File: src/rtl/mrar_pkg.sv
// constants and types shared by the monitor result and alert register bank
package mrar_pkg;

   // clock and refresh timing
   localparam int unsigned CLK_FREQ_MHZ    = 100;
   localparam int unsigned REFRESH_TIME_US = 5000;
   localparam int unsigned REFRESH_CYCLES  = REFRESH_TIME_US * CLK_FREQ_MHZ;

   // widths
   localparam int ADDR_W = 8;
   localparam int DATA_W = 16;
   localparam int CODE_W = 12;
   localparam int TEMP_W = 11;
   localparam int STAT_W = 8;
   localparam int CHAN_W = 3;
   localparam int STAT_N = 3;

   // register offsets
   localparam logic [ADDR_W-1:0] ADDR_CODE_A     = 8'h01;
   localparam logic [ADDR_W-1:0] ADDR_CODE_D     = 8'h04;
   localparam logic [ADDR_W-1:0] ADDR_REMOTE_ONE = 8'h02;
   localparam logic [ADDR_W-1:0] ADDR_REMOTE_TWO = 8'h03;
   localparam logic [ADDR_W-1:0] ADDR_ONDIE      = 8'h04;
   localparam logic [ADDR_W-1:0] ADDR_STAT_FIRST = 8'h05;
   localparam logic [ADDR_W-1:0] ADDR_STAT_LAST  = 8'h07;
   localparam logic [ADDR_W-1:0] ADDR_SEQUENCE   = 8'h08;
   localparam logic [ADDR_W-1:0] ADDR_CONFIG     = 8'h09;

   // result word fields
   localparam int RES_ALERT_BIT = 15;
   localparam int RES_CHAN_LSB  = 12;
   localparam int RES_OPEN_BIT  = 11;
   localparam int BYTE_W        = 8;

   // source channel codes
   localparam logic [CHAN_W-1:0] CHAN_REMOTE_ONE = 3'h6;
   localparam logic [CHAN_W-1:0] CHAN_REMOTE_TWO = 3'h7;

   // alert status layout: implemented bits per register
   localparam logic [STAT_W-1:0] STAT_VOLT_MASK  = 8'hFF;
   localparam logic [STAT_W-1:0] STAT_CURR_MASK  = 8'h3F;
   localparam logic [STAT_W-1:0] STAT_THERM_MASK = 8'hFF;
   localparam logic [STAT_W-1:0] STAT_ALL_ONES   = 8'hFF;
   localparam logic [STAT_W-1:0] STAT_RESET      = 8'h00;
   localparam int                STAT_THERM_IDX  = 2;

   // thermal status bit groups
   localparam logic [STAT_W-1:0] THERM_ONE_MASK   = 8'h03;
   localparam logic [STAT_W-1:0] THERM_TWO_MASK   = 8'h0C;
   localparam int                THERM_OVER_BIT   = 6;

   // sequence and configuration
   localparam logic [STAT_W-1:0] SEQ_MASK      = 8'h3F;
   localparam logic [STAT_W-1:0] SEQ_RESET     = 8'h00;
   localparam logic [DATA_W-1:0] CFG_RESET     = 16'h0000;
   localparam int                CFG_CLR_BIT_A = 1;
   localparam int                CFG_CLR_BIT_B = 2;
   localparam logic [CODE_W-1:0] CODE_RESET    = 12'h000;

   typedef logic [DATA_W-1:0] mrar_word_t;
   typedef logic [STAT_W-1:0] mrar_stat_t;

   // true for an address shared by a result and an output code
   function automatic logic mrar_is_code_addr(input logic [ADDR_W-1:0] a);
      return (a >= ADDR_CODE_A) && (a <= ADDR_CODE_D);
   endfunction

   // true for one of the alert status addresses
   function automatic logic mrar_is_stat_addr(input logic [ADDR_W-1:0] a);
      return (a >= ADDR_STAT_FIRST) && (a <= ADDR_STAT_LAST);
   endfunction

endpackage

File: src/rtl/mrar_stat_if.sv
// carrier between the register bank and one alert status register
`timescale 1ns/1ps
interface mrar_stat_if;
   import mrar_pkg::*;
   mrar_stat_t evt;
   mrar_stat_t clr;
   mrar_stat_t mask;
   mrar_stat_t q;
   modport stat (input evt, input clr, input mask, output q);
   modport bank (output evt, output clr, output mask, input q);
endinterface

File: src/rtl/mrar_regs.sv
// monitor result, output code, alert status and configuration registers
//
// Chosen here: the address-and-strobe port.
`timescale 1ns/1ps
module mrar_regs
   import mrar_pkg::*;
#(
   parameter int unsigned REFRESH_CYC = REFRESH_CYCLES
)
(
   input  wire logic [ADDR_W-1:0] reg_addr_i,
   input  wire logic [DATA_W-1:0] reg_wdata_i,
   input  wire logic              reg_wr_i,
   input  wire logic              reg_rd_i,
   output logic      [DATA_W-1:0] reg_rdata_o,
   input  wire logic              sys_clk_i,
   input  wire logic              rstn_i,
   input  wire logic [TEMP_W-1:0] remote_diode_one_temp_i,
   input  wire logic [TEMP_W-1:0] remote_diode_two_temp_i,
   input  wire logic [TEMP_W-1:0] ondie_thermal_sensor_temp_i,
   input  wire logic              remote_diode_one_open_i,
   input  wire logic              remote_diode_two_open_i,
   input  wire logic [STAT_W-1:0] voltage_evt_i,
   input  wire logic [STAT_W-1:0] current_evt_i,
   input  wire logic [STAT_W-1:0] thermal_evt_i,
   output logic                   refresh_o,
   output logic      [CODE_W-1:0] analog_output_a_o,
   output logic      [CODE_W-1:0] analog_output_b_o,
   output logic      [CODE_W-1:0] analog_output_c_o,
   output logic      [CODE_W-1:0] analog_output_d_o,
   output logic      [STAT_W-1:0] autocycle_select_o,
   output logic      [DATA_W-1:0] config_o
);

   ////////////////////////////////////////////////////////////////////////
   // elaboration checks

   localparam int CNT_W  = (REFRESH_CYC > 2) ? $clog2(REFRESH_CYC) : 1;
   localparam int CODE_N = 4;

   // the packing below hard-wires these layouts, so refuse any other
   generate
      if (REFRESH_CYC < 2) begin : g_bad_refresh
         $error("refresh period must be at least two cycles");
      end
      if (RES_ALERT_BIT != DATA_W - 1) begin : g_bad_alert_bit
         $error("alert marker must be the top bit of a result");
      end
      if (RES_CHAN_LSB + CHAN_W != RES_ALERT_BIT) begin : g_bad_chan
         $error("channel code must sit just below the alert marker");
      end
      if (RES_OPEN_BIT + 1 != RES_CHAN_LSB) begin : g_bad_open_bit
         $error("open diode bit must sit just below the channel code");
      end
      if (TEMP_W != RES_OPEN_BIT) begin : g_bad_temp
         $error("temperature must fill the bits below the open flag");
      end
      if (CODE_W > DATA_W) begin : g_bad_code
         $error("output code cannot be wider than a data word");
      end
      if (BYTE_W + STAT_W != DATA_W) begin : g_bad_stat
         $error("status and sequence words must fill the low byte");
      end
      if (int'(ADDR_CODE_D - ADDR_CODE_A) != CODE_N - 1) begin : g_bad_codes
         $error("output code addresses must cover every code register");
      end
      if (STAT_THERM_IDX >= STAT_N) begin : g_bad_therm
         $error("thermal status index outside the status bank");
      end
      if (CHAN_REMOTE_ONE == CHAN_REMOTE_TWO) begin : g_bad_chan_codes
         $error("remote diodes need distinct channel codes");
      end
   endgenerate

   ////////////////////////////////////////////////////////////////////////
   // declarations

   logic [CNT_W-1:0]  refresh_cnt_q;
   logic              refresh_tick;
   logic              refresh_q;

   mrar_word_t        remote_one_q;
   mrar_word_t        remote_two_q;
   mrar_word_t        ondie_q;

   logic [CODE_W-1:0] code_q [CODE_N];
   mrar_stat_t        seq_q;
   mrar_word_t        cfg_q;
   mrar_word_t        rdata_q;

   logic              wr_code;
   logic              wr_stat;
   logic              wr_seq;
   logic              wr_cfg;
   logic              clr_all;
   logic [1:0]        code_idx;
   logic [1:0]        stat_idx;

   mrar_stat_t        stat_evt [STAT_N];
   mrar_stat_t        stat_clr [STAT_N];
   mrar_stat_t        stat_q   [STAT_N];
   mrar_stat_t        therm_now;
   logic              mark_one;
   logic              mark_two;
   logic              mark_ondie;

   localparam mrar_stat_t STAT_MASKS [STAT_N] = '{
      STAT_VOLT_MASK, STAT_CURR_MASK, STAT_THERM_MASK};

   ////////////////////////////////////////////////////////////////////////
   // shared decoding

   // both diodes take one packing, so their layouts cannot drift apart
   function automatic mrar_word_t pack_remote(
      input logic              mark,
      input logic [CHAN_W-1:0] chan,
      input logic              open_flag,
      input logic [TEMP_W-1:0] temp
   );
      return {mark, chan, open_flag, temp};
   endfunction

   // flagged by its own limits, by overtemperature or by an open input
   function automatic logic diode_mark(
      input mrar_stat_t therm,
      input mrar_stat_t group,
      input logic       open_flag
   );
      return |(therm & group) || therm[THERM_OVER_BIT] || open_flag;
   endfunction

   // status and sequence registers sit in the low byte of the word
   function automatic mrar_word_t low_byte(input mrar_stat_t value);
      return {BYTE_W'(0), value};
   endfunction

   ////////////////////////////////////////////////////////////////////////
   // write decode

   // a write to a shared address never touches the result there
   always_comb begin
      wr_code  = reg_wr_i && mrar_is_code_addr(reg_addr_i);
      wr_stat  = reg_wr_i && mrar_is_stat_addr(reg_addr_i);
      wr_seq   = reg_wr_i && (reg_addr_i == ADDR_SEQUENCE);
      wr_cfg   = reg_wr_i && (reg_addr_i == ADDR_CONFIG);
      code_idx = 2'(reg_addr_i - ADDR_CODE_A);
      stat_idx = 2'(reg_addr_i - ADDR_STAT_FIRST);
      clr_all  = wr_cfg && reg_wdata_i[CFG_CLR_BIT_A]
                        && reg_wdata_i[CFG_CLR_BIT_B];
   end

   ////////////////////////////////////////////////////////////////////////
   // conversion refresh timer

   // free running, so results age no more than one period whatever
   // the host does on the bus
   assign refresh_tick = (refresh_cnt_q == CNT_W'(REFRESH_CYC - 1));

   always_ff @(posedge sys_clk_i or negedge rstn_i) begin
      if (!rstn_i) begin
         refresh_cnt_q <= '0;
      end else if (refresh_tick) begin
         refresh_cnt_q <= '0;
      end else begin
         refresh_cnt_q <= refresh_cnt_q + 1'b1;
      end
   end

   always_ff @(posedge sys_clk_i or negedge rstn_i) begin
      if (!rstn_i) begin
         refresh_q <= 1'b0;
      end else begin
         refresh_q <= refresh_tick;
      end
   end

   assign refresh_o = refresh_q;

   ////////////////////////////////////////////////////////////////////////
   // alert status registers

   generate
      for (genvar i = 0; i < STAT_N; i++) begin : g_stat
         mrar_stat_if u_if ();

         // reserved bits are masked inside, so they stay zero
         assign u_if.mask = STAT_MASKS[i];
         assign u_if.evt  = stat_evt[i];
         assign u_if.clr  = stat_clr[i];
         assign stat_q[i] = u_if.q;

         mrar_alert_stat u_stat (
            .sys_clk_i (sys_clk_i),
            .rstn_i    (rstn_i),
            .port      (u_if.stat)
         );
      end
   endgenerate

   // events land straight in the bits they name
   always_comb begin
      stat_evt[0] = voltage_evt_i;
      stat_evt[1] = current_evt_i;
      stat_evt[2] = thermal_evt_i;
   end

   // write-one-to-clear; all ones clears the whole register
   always_comb begin
      for (int i = 0; i < STAT_N; i++) begin
         stat_clr[i] = '0;
         if (clr_all) begin
            stat_clr[i] = STAT_ALL_ONES;
         end else if (wr_stat && (stat_idx == 2'(i))) begin
            stat_clr[i] = reg_wdata_i[STAT_W-1:0];
         end
      end
   end

   ////////////////////////////////////////////////////////////////////////
   // alert markers for the result words

   // include this cycle's events so a marker is not one refresh late
   always_comb begin
      therm_now  = stat_q[STAT_THERM_IDX] | thermal_evt_i;
      mark_one   = diode_mark(therm_now, THERM_ONE_MASK,
                              remote_diode_one_open_i);
      mark_two   = diode_mark(therm_now, THERM_TWO_MASK,
                              remote_diode_two_open_i);
      mark_ondie = |stat_q[0] || |stat_q[1] || |therm_now
                   || |voltage_evt_i || |current_evt_i;
   end

   ////////////////////////////////////////////////////////////////////////
   // temperature result registers

   always_ff @(posedge sys_clk_i or negedge rstn_i) begin
      if (!rstn_i) begin
         remote_one_q <= '0;
         remote_two_q <= '0;
         ondie_q      <= '0;
      end else if (refresh_tick) begin
         remote_one_q <= pack_remote(mark_one, CHAN_REMOTE_ONE,
                                     remote_diode_one_open_i,
                                     remote_diode_one_temp_i);
         remote_two_q <= pack_remote(mark_two, CHAN_REMOTE_TWO,
                                     remote_diode_two_open_i,
                                     remote_diode_two_temp_i);
         ondie_q      <= {mark_ondie,
                          (RES_ALERT_BIT - TEMP_W)'(0),
                          ondie_thermal_sensor_temp_i};
      end
   end

   ////////////////////////////////////////////////////////////////////////
   // output code registers

   // only the low twelve bits are kept; the upper nibble is dropped
   always_ff @(posedge sys_clk_i or negedge rstn_i) begin
      if (!rstn_i) begin
         for (int i = 0; i < CODE_N; i++) begin
            code_q[i] <= CODE_RESET;
         end
      end else if (wr_code) begin
         code_q[code_idx] <= reg_wdata_i[CODE_W-1:0];
      end
   end

   assign analog_output_a_o = code_q[0];
   assign analog_output_b_o = code_q[1];
   assign analog_output_c_o = code_q[2];
   assign analog_output_d_o = code_q[3];

   ////////////////////////////////////////////////////////////////////////
   // sequence and configuration registers

   always_ff @(posedge sys_clk_i or negedge rstn_i) begin
      if (!rstn_i) begin
         seq_q <= SEQ_RESET;
      end else if (wr_seq) begin
         seq_q <= reg_wdata_i[STAT_W-1:0] & SEQ_MASK;
      end
   end

   assign autocycle_select_o = seq_q;

   // the clearing write is stored too, leaving the alarm pin enabled
   always_ff @(posedge sys_clk_i or negedge rstn_i) begin
      if (!rstn_i) begin
         cfg_q <= CFG_RESET;
      end else if (wr_cfg) begin
         cfg_q <= reg_wdata_i;
      end
   end

   assign config_o = cfg_q;

   ////////////////////////////////////////////////////////////////////////
   // read path

   // the word is laid out so the serial side sends [15:8] then [7:0];
   // unmapped addresses, including the result at 0x01, read zero
   always_ff @(posedge sys_clk_i or negedge rstn_i) begin
      if (!rstn_i) begin
         rdata_q <= '0;
      end else if (reg_rd_i) begin
         unique case (reg_addr_i)
            ADDR_REMOTE_ONE: rdata_q <= remote_one_q;
            ADDR_REMOTE_TWO: rdata_q <= remote_two_q;
            ADDR_ONDIE:      rdata_q <= ondie_q;
            ADDR_STAT_FIRST: rdata_q <= low_byte(stat_q[0]);
            ADDR_STAT_FIRST + 8'h01:
                             rdata_q <= low_byte(stat_q[1]);
            ADDR_STAT_LAST:  rdata_q <= low_byte(stat_q[2]);
            ADDR_SEQUENCE:   rdata_q <= low_byte(seq_q);
            ADDR_CONFIG:     rdata_q <= cfg_q;
            default:         rdata_q <= '0;
         endcase
      end else begin
         rdata_q <= '0;
      end
   end

   assign reg_rdata_o = rdata_q;

endmodule // mrar_regs

File: src/rtl/mrar_alert_stat.sv
// one sticky alert status register with per-bit clear
`timescale 1ns/1ps
module mrar_alert_stat
   import mrar_pkg::*;
(
   input  wire logic   sys_clk_i,
   input  wire logic   rstn_i,
   mrar_stat_if.stat   port
);

   mrar_stat_t stat_q;
   mrar_stat_t stat_d;

   // a new event beats a clear arriving in the same cycle
   always_comb begin
      stat_d = ((stat_q & ~port.clr) | port.evt) & port.mask;
   end

   always_ff @(posedge sys_clk_i or negedge rstn_i) begin
      if (!rstn_i) begin
         stat_q <= STAT_RESET;
      end else begin
         stat_q <= stat_d;
      end
   end

   assign port.q = stat_q;

endmodule // mrar_alert_stat

File: config.mk
export PLATFORM = sky130hd
export DESIGN_NAME = mrar_regs
export DESIGN_NICKNAME = d
export VERILOG_FILES = /design/src/rtl/mrar_pkg.sv /design/src/rtl/mrar_stat_if.sv /design/src/rtl/mrar_regs.sv /design/src/rtl/mrar_alert_stat.sv
export SDC_FILE = /design/constraint.sdc
export NUM_CORES = 1
export LEC_CHECK = 0
export ABC_AREA = 1
export BUFFER_PORTS_ARGS = -buffer_cell sky130_fd_sc_hd__buf_4
export CELL_PAD_IN_SITES_DETAIL_PLACEMENT = 1
export CELL_PAD_IN_SITES_GLOBAL_PLACEMENT = 1
export CORE_MARGIN = 3
export CORE_UTILIZATION = 40
export CTS_BUF_LIST = sky130_fd_sc_hd__clkbuf_8
export CTS_CLUSTER_SIZE = 16
export DETAILED_ROUTE_END_ITERATION = 7
export GPL_ROUTABILITY_DRIVEN = 0
export HOLD_SLACK_MARGIN = 0.12
export PLACE_DENSITY_LB_ADDON = 0.1
export SYNTH_ARGS = -nofsm -noshare
export SYNTH_HDL_FRONTEND = slang
export SYNTH_SLANG_ARGS = --single-unit
File: constraint.sdc
create_clock -name sys_clk_i -period 3.5 [get_ports sys_clk_i]
set_clock_uncertainty 0.05 [all_clocks]
set_input_delay 0.525 -clock sys_clk_i [delete_from_list [all_inputs] [get_ports sys_clk_i]]
set_output_delay 0.525 -clock sys_clk_i [all_outputs]
set_load 0.005 [all_outputs]
==> flow_summary_export.csv <==
group,metric,value,unit
status,status,"finished clean",
setup_path,cp-start-kind,"flop",
drt,ant_nets,0,
placed_design,dp.cells,1395,
final_layout,fin_cells,1429,
clock_tree,h-tree-depth,4,
clock_tree,cts_buffer_depth,2,
floorplan,num_io_pins,176,
floorplan,rows,50,
floorplan,core_area,0.0191,mm^2
power,power_density,389,mW/mm^2
clock_tree,cts_inserted_buffers,17,
final_layout,fin_nets,1243,
synthesis,synth_warnings,0,
synthesis,synthCells,1002,
sta,max_freq,482,MHz
drt,first_pass_iters,5,
placed_design,post-dp-hpwl,18200,um
setup_path,endpoint,"ondie_q[7]$_DFFE_PN0P_",
setup_path,crit_type,"reg2reg",
placed_design,placedInstanceArea,0.00937,mm^2
synthesis,synthMuxAreaShare,0,%
sta,hold_viol_final,0,
floorplan,start_util,41.5,%
floorplan,die_height,147,um
power,p_leak,5.12,nW
global_route,grt_max_degree,85,
drt,via_per_inst,5.09,
synthesis,yosys.area_share.simple,36.8,%
synthesis,ys_ff_latch,167,
drt,wl,25200,um
global_route,grt_pass1_wl,40100,um
clock_tree,cts_tree,"done",
setup_path,worstPathMaxFanout,42,
drt,drt_iter0_markers,399,
setup_path,r2r_end,"ondie_q[7]$_DFFE_PN0P_",
final_layout,fillCellCount,2389,
synthesis,synth_compound_area_share,2.04,%
final_layout,drive_gt1_share,21.0,%
setup_path,crit_slowest_cell,"inv_2",
synthesis,synth_cell_types,30,
global_route,grt_pass1_vias,7225,
sta,period_minus_slack,2.08,ns
clock_tree,cts-root-buf,"clkbuf_8",
clock_tree,clk_latency,0.46,ns
synthesis,syn_avg_cell_area,7.90,um^2
synthesis,synth_top_family_by_area,"simple AND/OR/NAND/NOR gates",
setup_path,r2r_start,"refresh_cnt_q[0]$_DFF_PN0_",
global_route,grt_overflow_total,0,
placed_design,post-place-ws,0.988,ns
synthesis,synthAdderAreaFrac,0.158,%
synthesis,synthXorXnorAreaFrac,1.22,%
placed_design,io_buffers,173,
drt,drcViolationCount,0,
setup_path,cpMostUsedCell,"nand2_1",
setup_path,crit_chain,"ha_1, nand3_2, nor3_1, nand3_1, inv_2, nand2_1, nand2_1",
setup_path,reg2reg_slack,1.42,ns
sta,setup_slack,1.42,ns
sta,finalSetupViolCount,0,
final_layout,syn2layout_area_growth,23.7,%
floorplan,die_area,0.0215,mm^2
setup_path,crit_required,3.85,ns
hold_path,hp-start,"remote_diode_two_temp_i[2]",
setup_path,r2r_cells,7,
synthesis,syn_area,0.00792,mm^2
clock_tree,cts_resized,0,
hold_path,hp-class,"in2reg",
setup_path,cp.arrival,2.42,ns
sta,slew_headroom,37.6,%
final_layout,fin_area,0.00979,mm^2
sta,period_share,59.3,%
sta,holdWs,0.204,ns
floorplan,fp.dieW,147,um
sta,drv_slew,0,
global_route,antenna_found_initial,2,
power,power,3.81,mW
job,drv_cap,0,
final_layout,final_util,51.3,%
power,ir_drop,0.201,mV
drt,dr_total_vias,7277,
synthesis,ys_seq_area_share,52.8,%
sta,finalSetupTns,0,ns
clock_tree,clock_sinks,167,
setup_path,end_kind,"flop",
drt,wl_per_cell,17.6,um
clock_tree,path_clk_slew,0.09,ns
setup_path,cp_slowest_stage_delay,0.55,ns
sta,worst_pin_slew,0.933,ns
sta,rsz0062_at_grt,"no",
global_route,grt_util_all_layers,23.4,%
setup_path,critPathLaunch,"refresh_cnt_q[0]$_DFF_PN0_",
[registers in the layout (all words and copies together) (netlist names)]
name	cells
analog_output_a_o	12
analog_output_c_o	12
g_stat.u_stat.port.q	22
remote_two_q	14
analog_output_b_o	12
autocycle_select_o	6
analog_output_d_o	12
refresh_o	1
remote_one_q	13
ondie_q	12
refresh_cnt_q	19
reg_rdata_o	16
config_o	16
[synthesized netlist by cell type]
| cell type | n | area share (%) |
|---|---|---|
| nand4_1 | 61 | 4.8 |
| buf_1 | 1 | 0.047 |
| buf_6 | 4 | 0.57 |
| dfrtp_1 | 167 | 53 |
| or2_2 | 2 | 0.16 |
| a21oi_4 | 1 | 0.21 |
| nor3_1 | 10 | 0.63 |
| nor2_1 | 73 | 3.5 |
| nor2_4 | 3 | 0.43 |
| xnor2_1 | 2 | 0.22 |
| buf_2 | 27 | 1.7 |
| inv_2 | 9 | 0.43 |
| a21oi_1 | 11 | 0.70 |
| o21ai_0 | 6 | 0.38 |
| nand3_1 | 115 | 7.3 |
| clkbuf_1 | 11 | 0.52 |
| nand3_2 | 2 | 0.25 |
| buf_4 | 7 | 0.66 |
| nand2_4 | 1 | 0.14 |
| nand3b_1 | 1 | 0.095 |
| nor2_2 | 9 | 0.71 |
| ha_1 | 1 | 0.16 |
| xor2_1 | 9 | 1.0 |
| clkbuf_2 | 2 | 0.13 |
| nand2_1 | 386 | 18 |
| conb_1 | 1 | 0.047 |
| inv_1 | 61 | 2.9 |
| and2_1 | 3 | 0.24 |
| nand2_2 | 4 | 0.32 |
| o21ai_1 | 12 | 0.76 |
[cell families after synthesis]
family          after synthesis
simple gates                670
compound gates               30
flops                       167
xor+xnor                     11
other cells                   1
buf+inv                     122
fa+ha+maj                     1
[worst min-delay path by stage]
stage / endpoint / depth (start not counted)
after global placement: refresh_cnt_q[0]$_DFF_PN0_ / 1
after detailed placement: analog_output_a_o[11]$_DFFE_PN0P_ / 2
after floorplan: analog_output_a_o[0]$_DFFE_PN0P_ / 0
after CTS: remote_two_q[1]$_DFFE_PN0P_ / 3
final: remote_two_q[2]$_DFFE_PN0P_ / 3
after global routing: g_stat[0].u_stat.port.q[5]$_DFF_PN0_ / 3
[metal layers]
metal	GRT usage [%]	part of all wire (%)
met1	33.6	47
met2	37.0	47
met3	4.81	4.7
met4	4.47	1.0
met5	0	0.079
[report_power, final]
part	total [mW]	internal, mW	switching (mW)
Combinational	0.351	0.153	0.198
Sequential	2.01	1.97	0.0356
Clock	1.45	0.710	0.736
[what timing repair did]
action,4_1_cts,5_1_grt
hold buffers,1,0
buffers inserted,0,0
hold endpoints to repair,52,0
[placed cells by master, fill, tap and decap left out, drive strengths merged]
master,netlist,routed
nand4,61,61
nand3,117,117
o21ai,18,18
and2,3,3
conb,1,2
nor3,10,10
xor2,9,9
bufinv,0,2
clkinv,0,4
dlygate4sd3,0,1
clkbuf,13,21
xnor2,2,2
or2,2,2
a21oi,12,12
diode,0,1
nand3b,1,1
inv,70,73
clkinvlp,0,2
nor2,85,85
dfrtp,167,167
ha,1,1
buf,39,184
nand2,391,391
[final cells by class]
type	count	area, um^2	area share (%)
sequential	167	4180	42.7
timing repair buffer	185	1420	14.5
tap	260	325	3.32
clock buffer	21	289	2.95
multi-input combinational	714	3190	32.6
inverter	70	263	2.68
clock inverter	11	123	1.25
antenna	1	2.50	0.0255
[worst max-delay path: cells and delay by family (launching register included)]
kind	cells	cell delay, ns
DFF	1	0.38
adders and majority gates	1	0.23
and+or+nand+nor	5	0.79
buffers and inverters	1	0.55
Power figures use the tool's default switching activity.
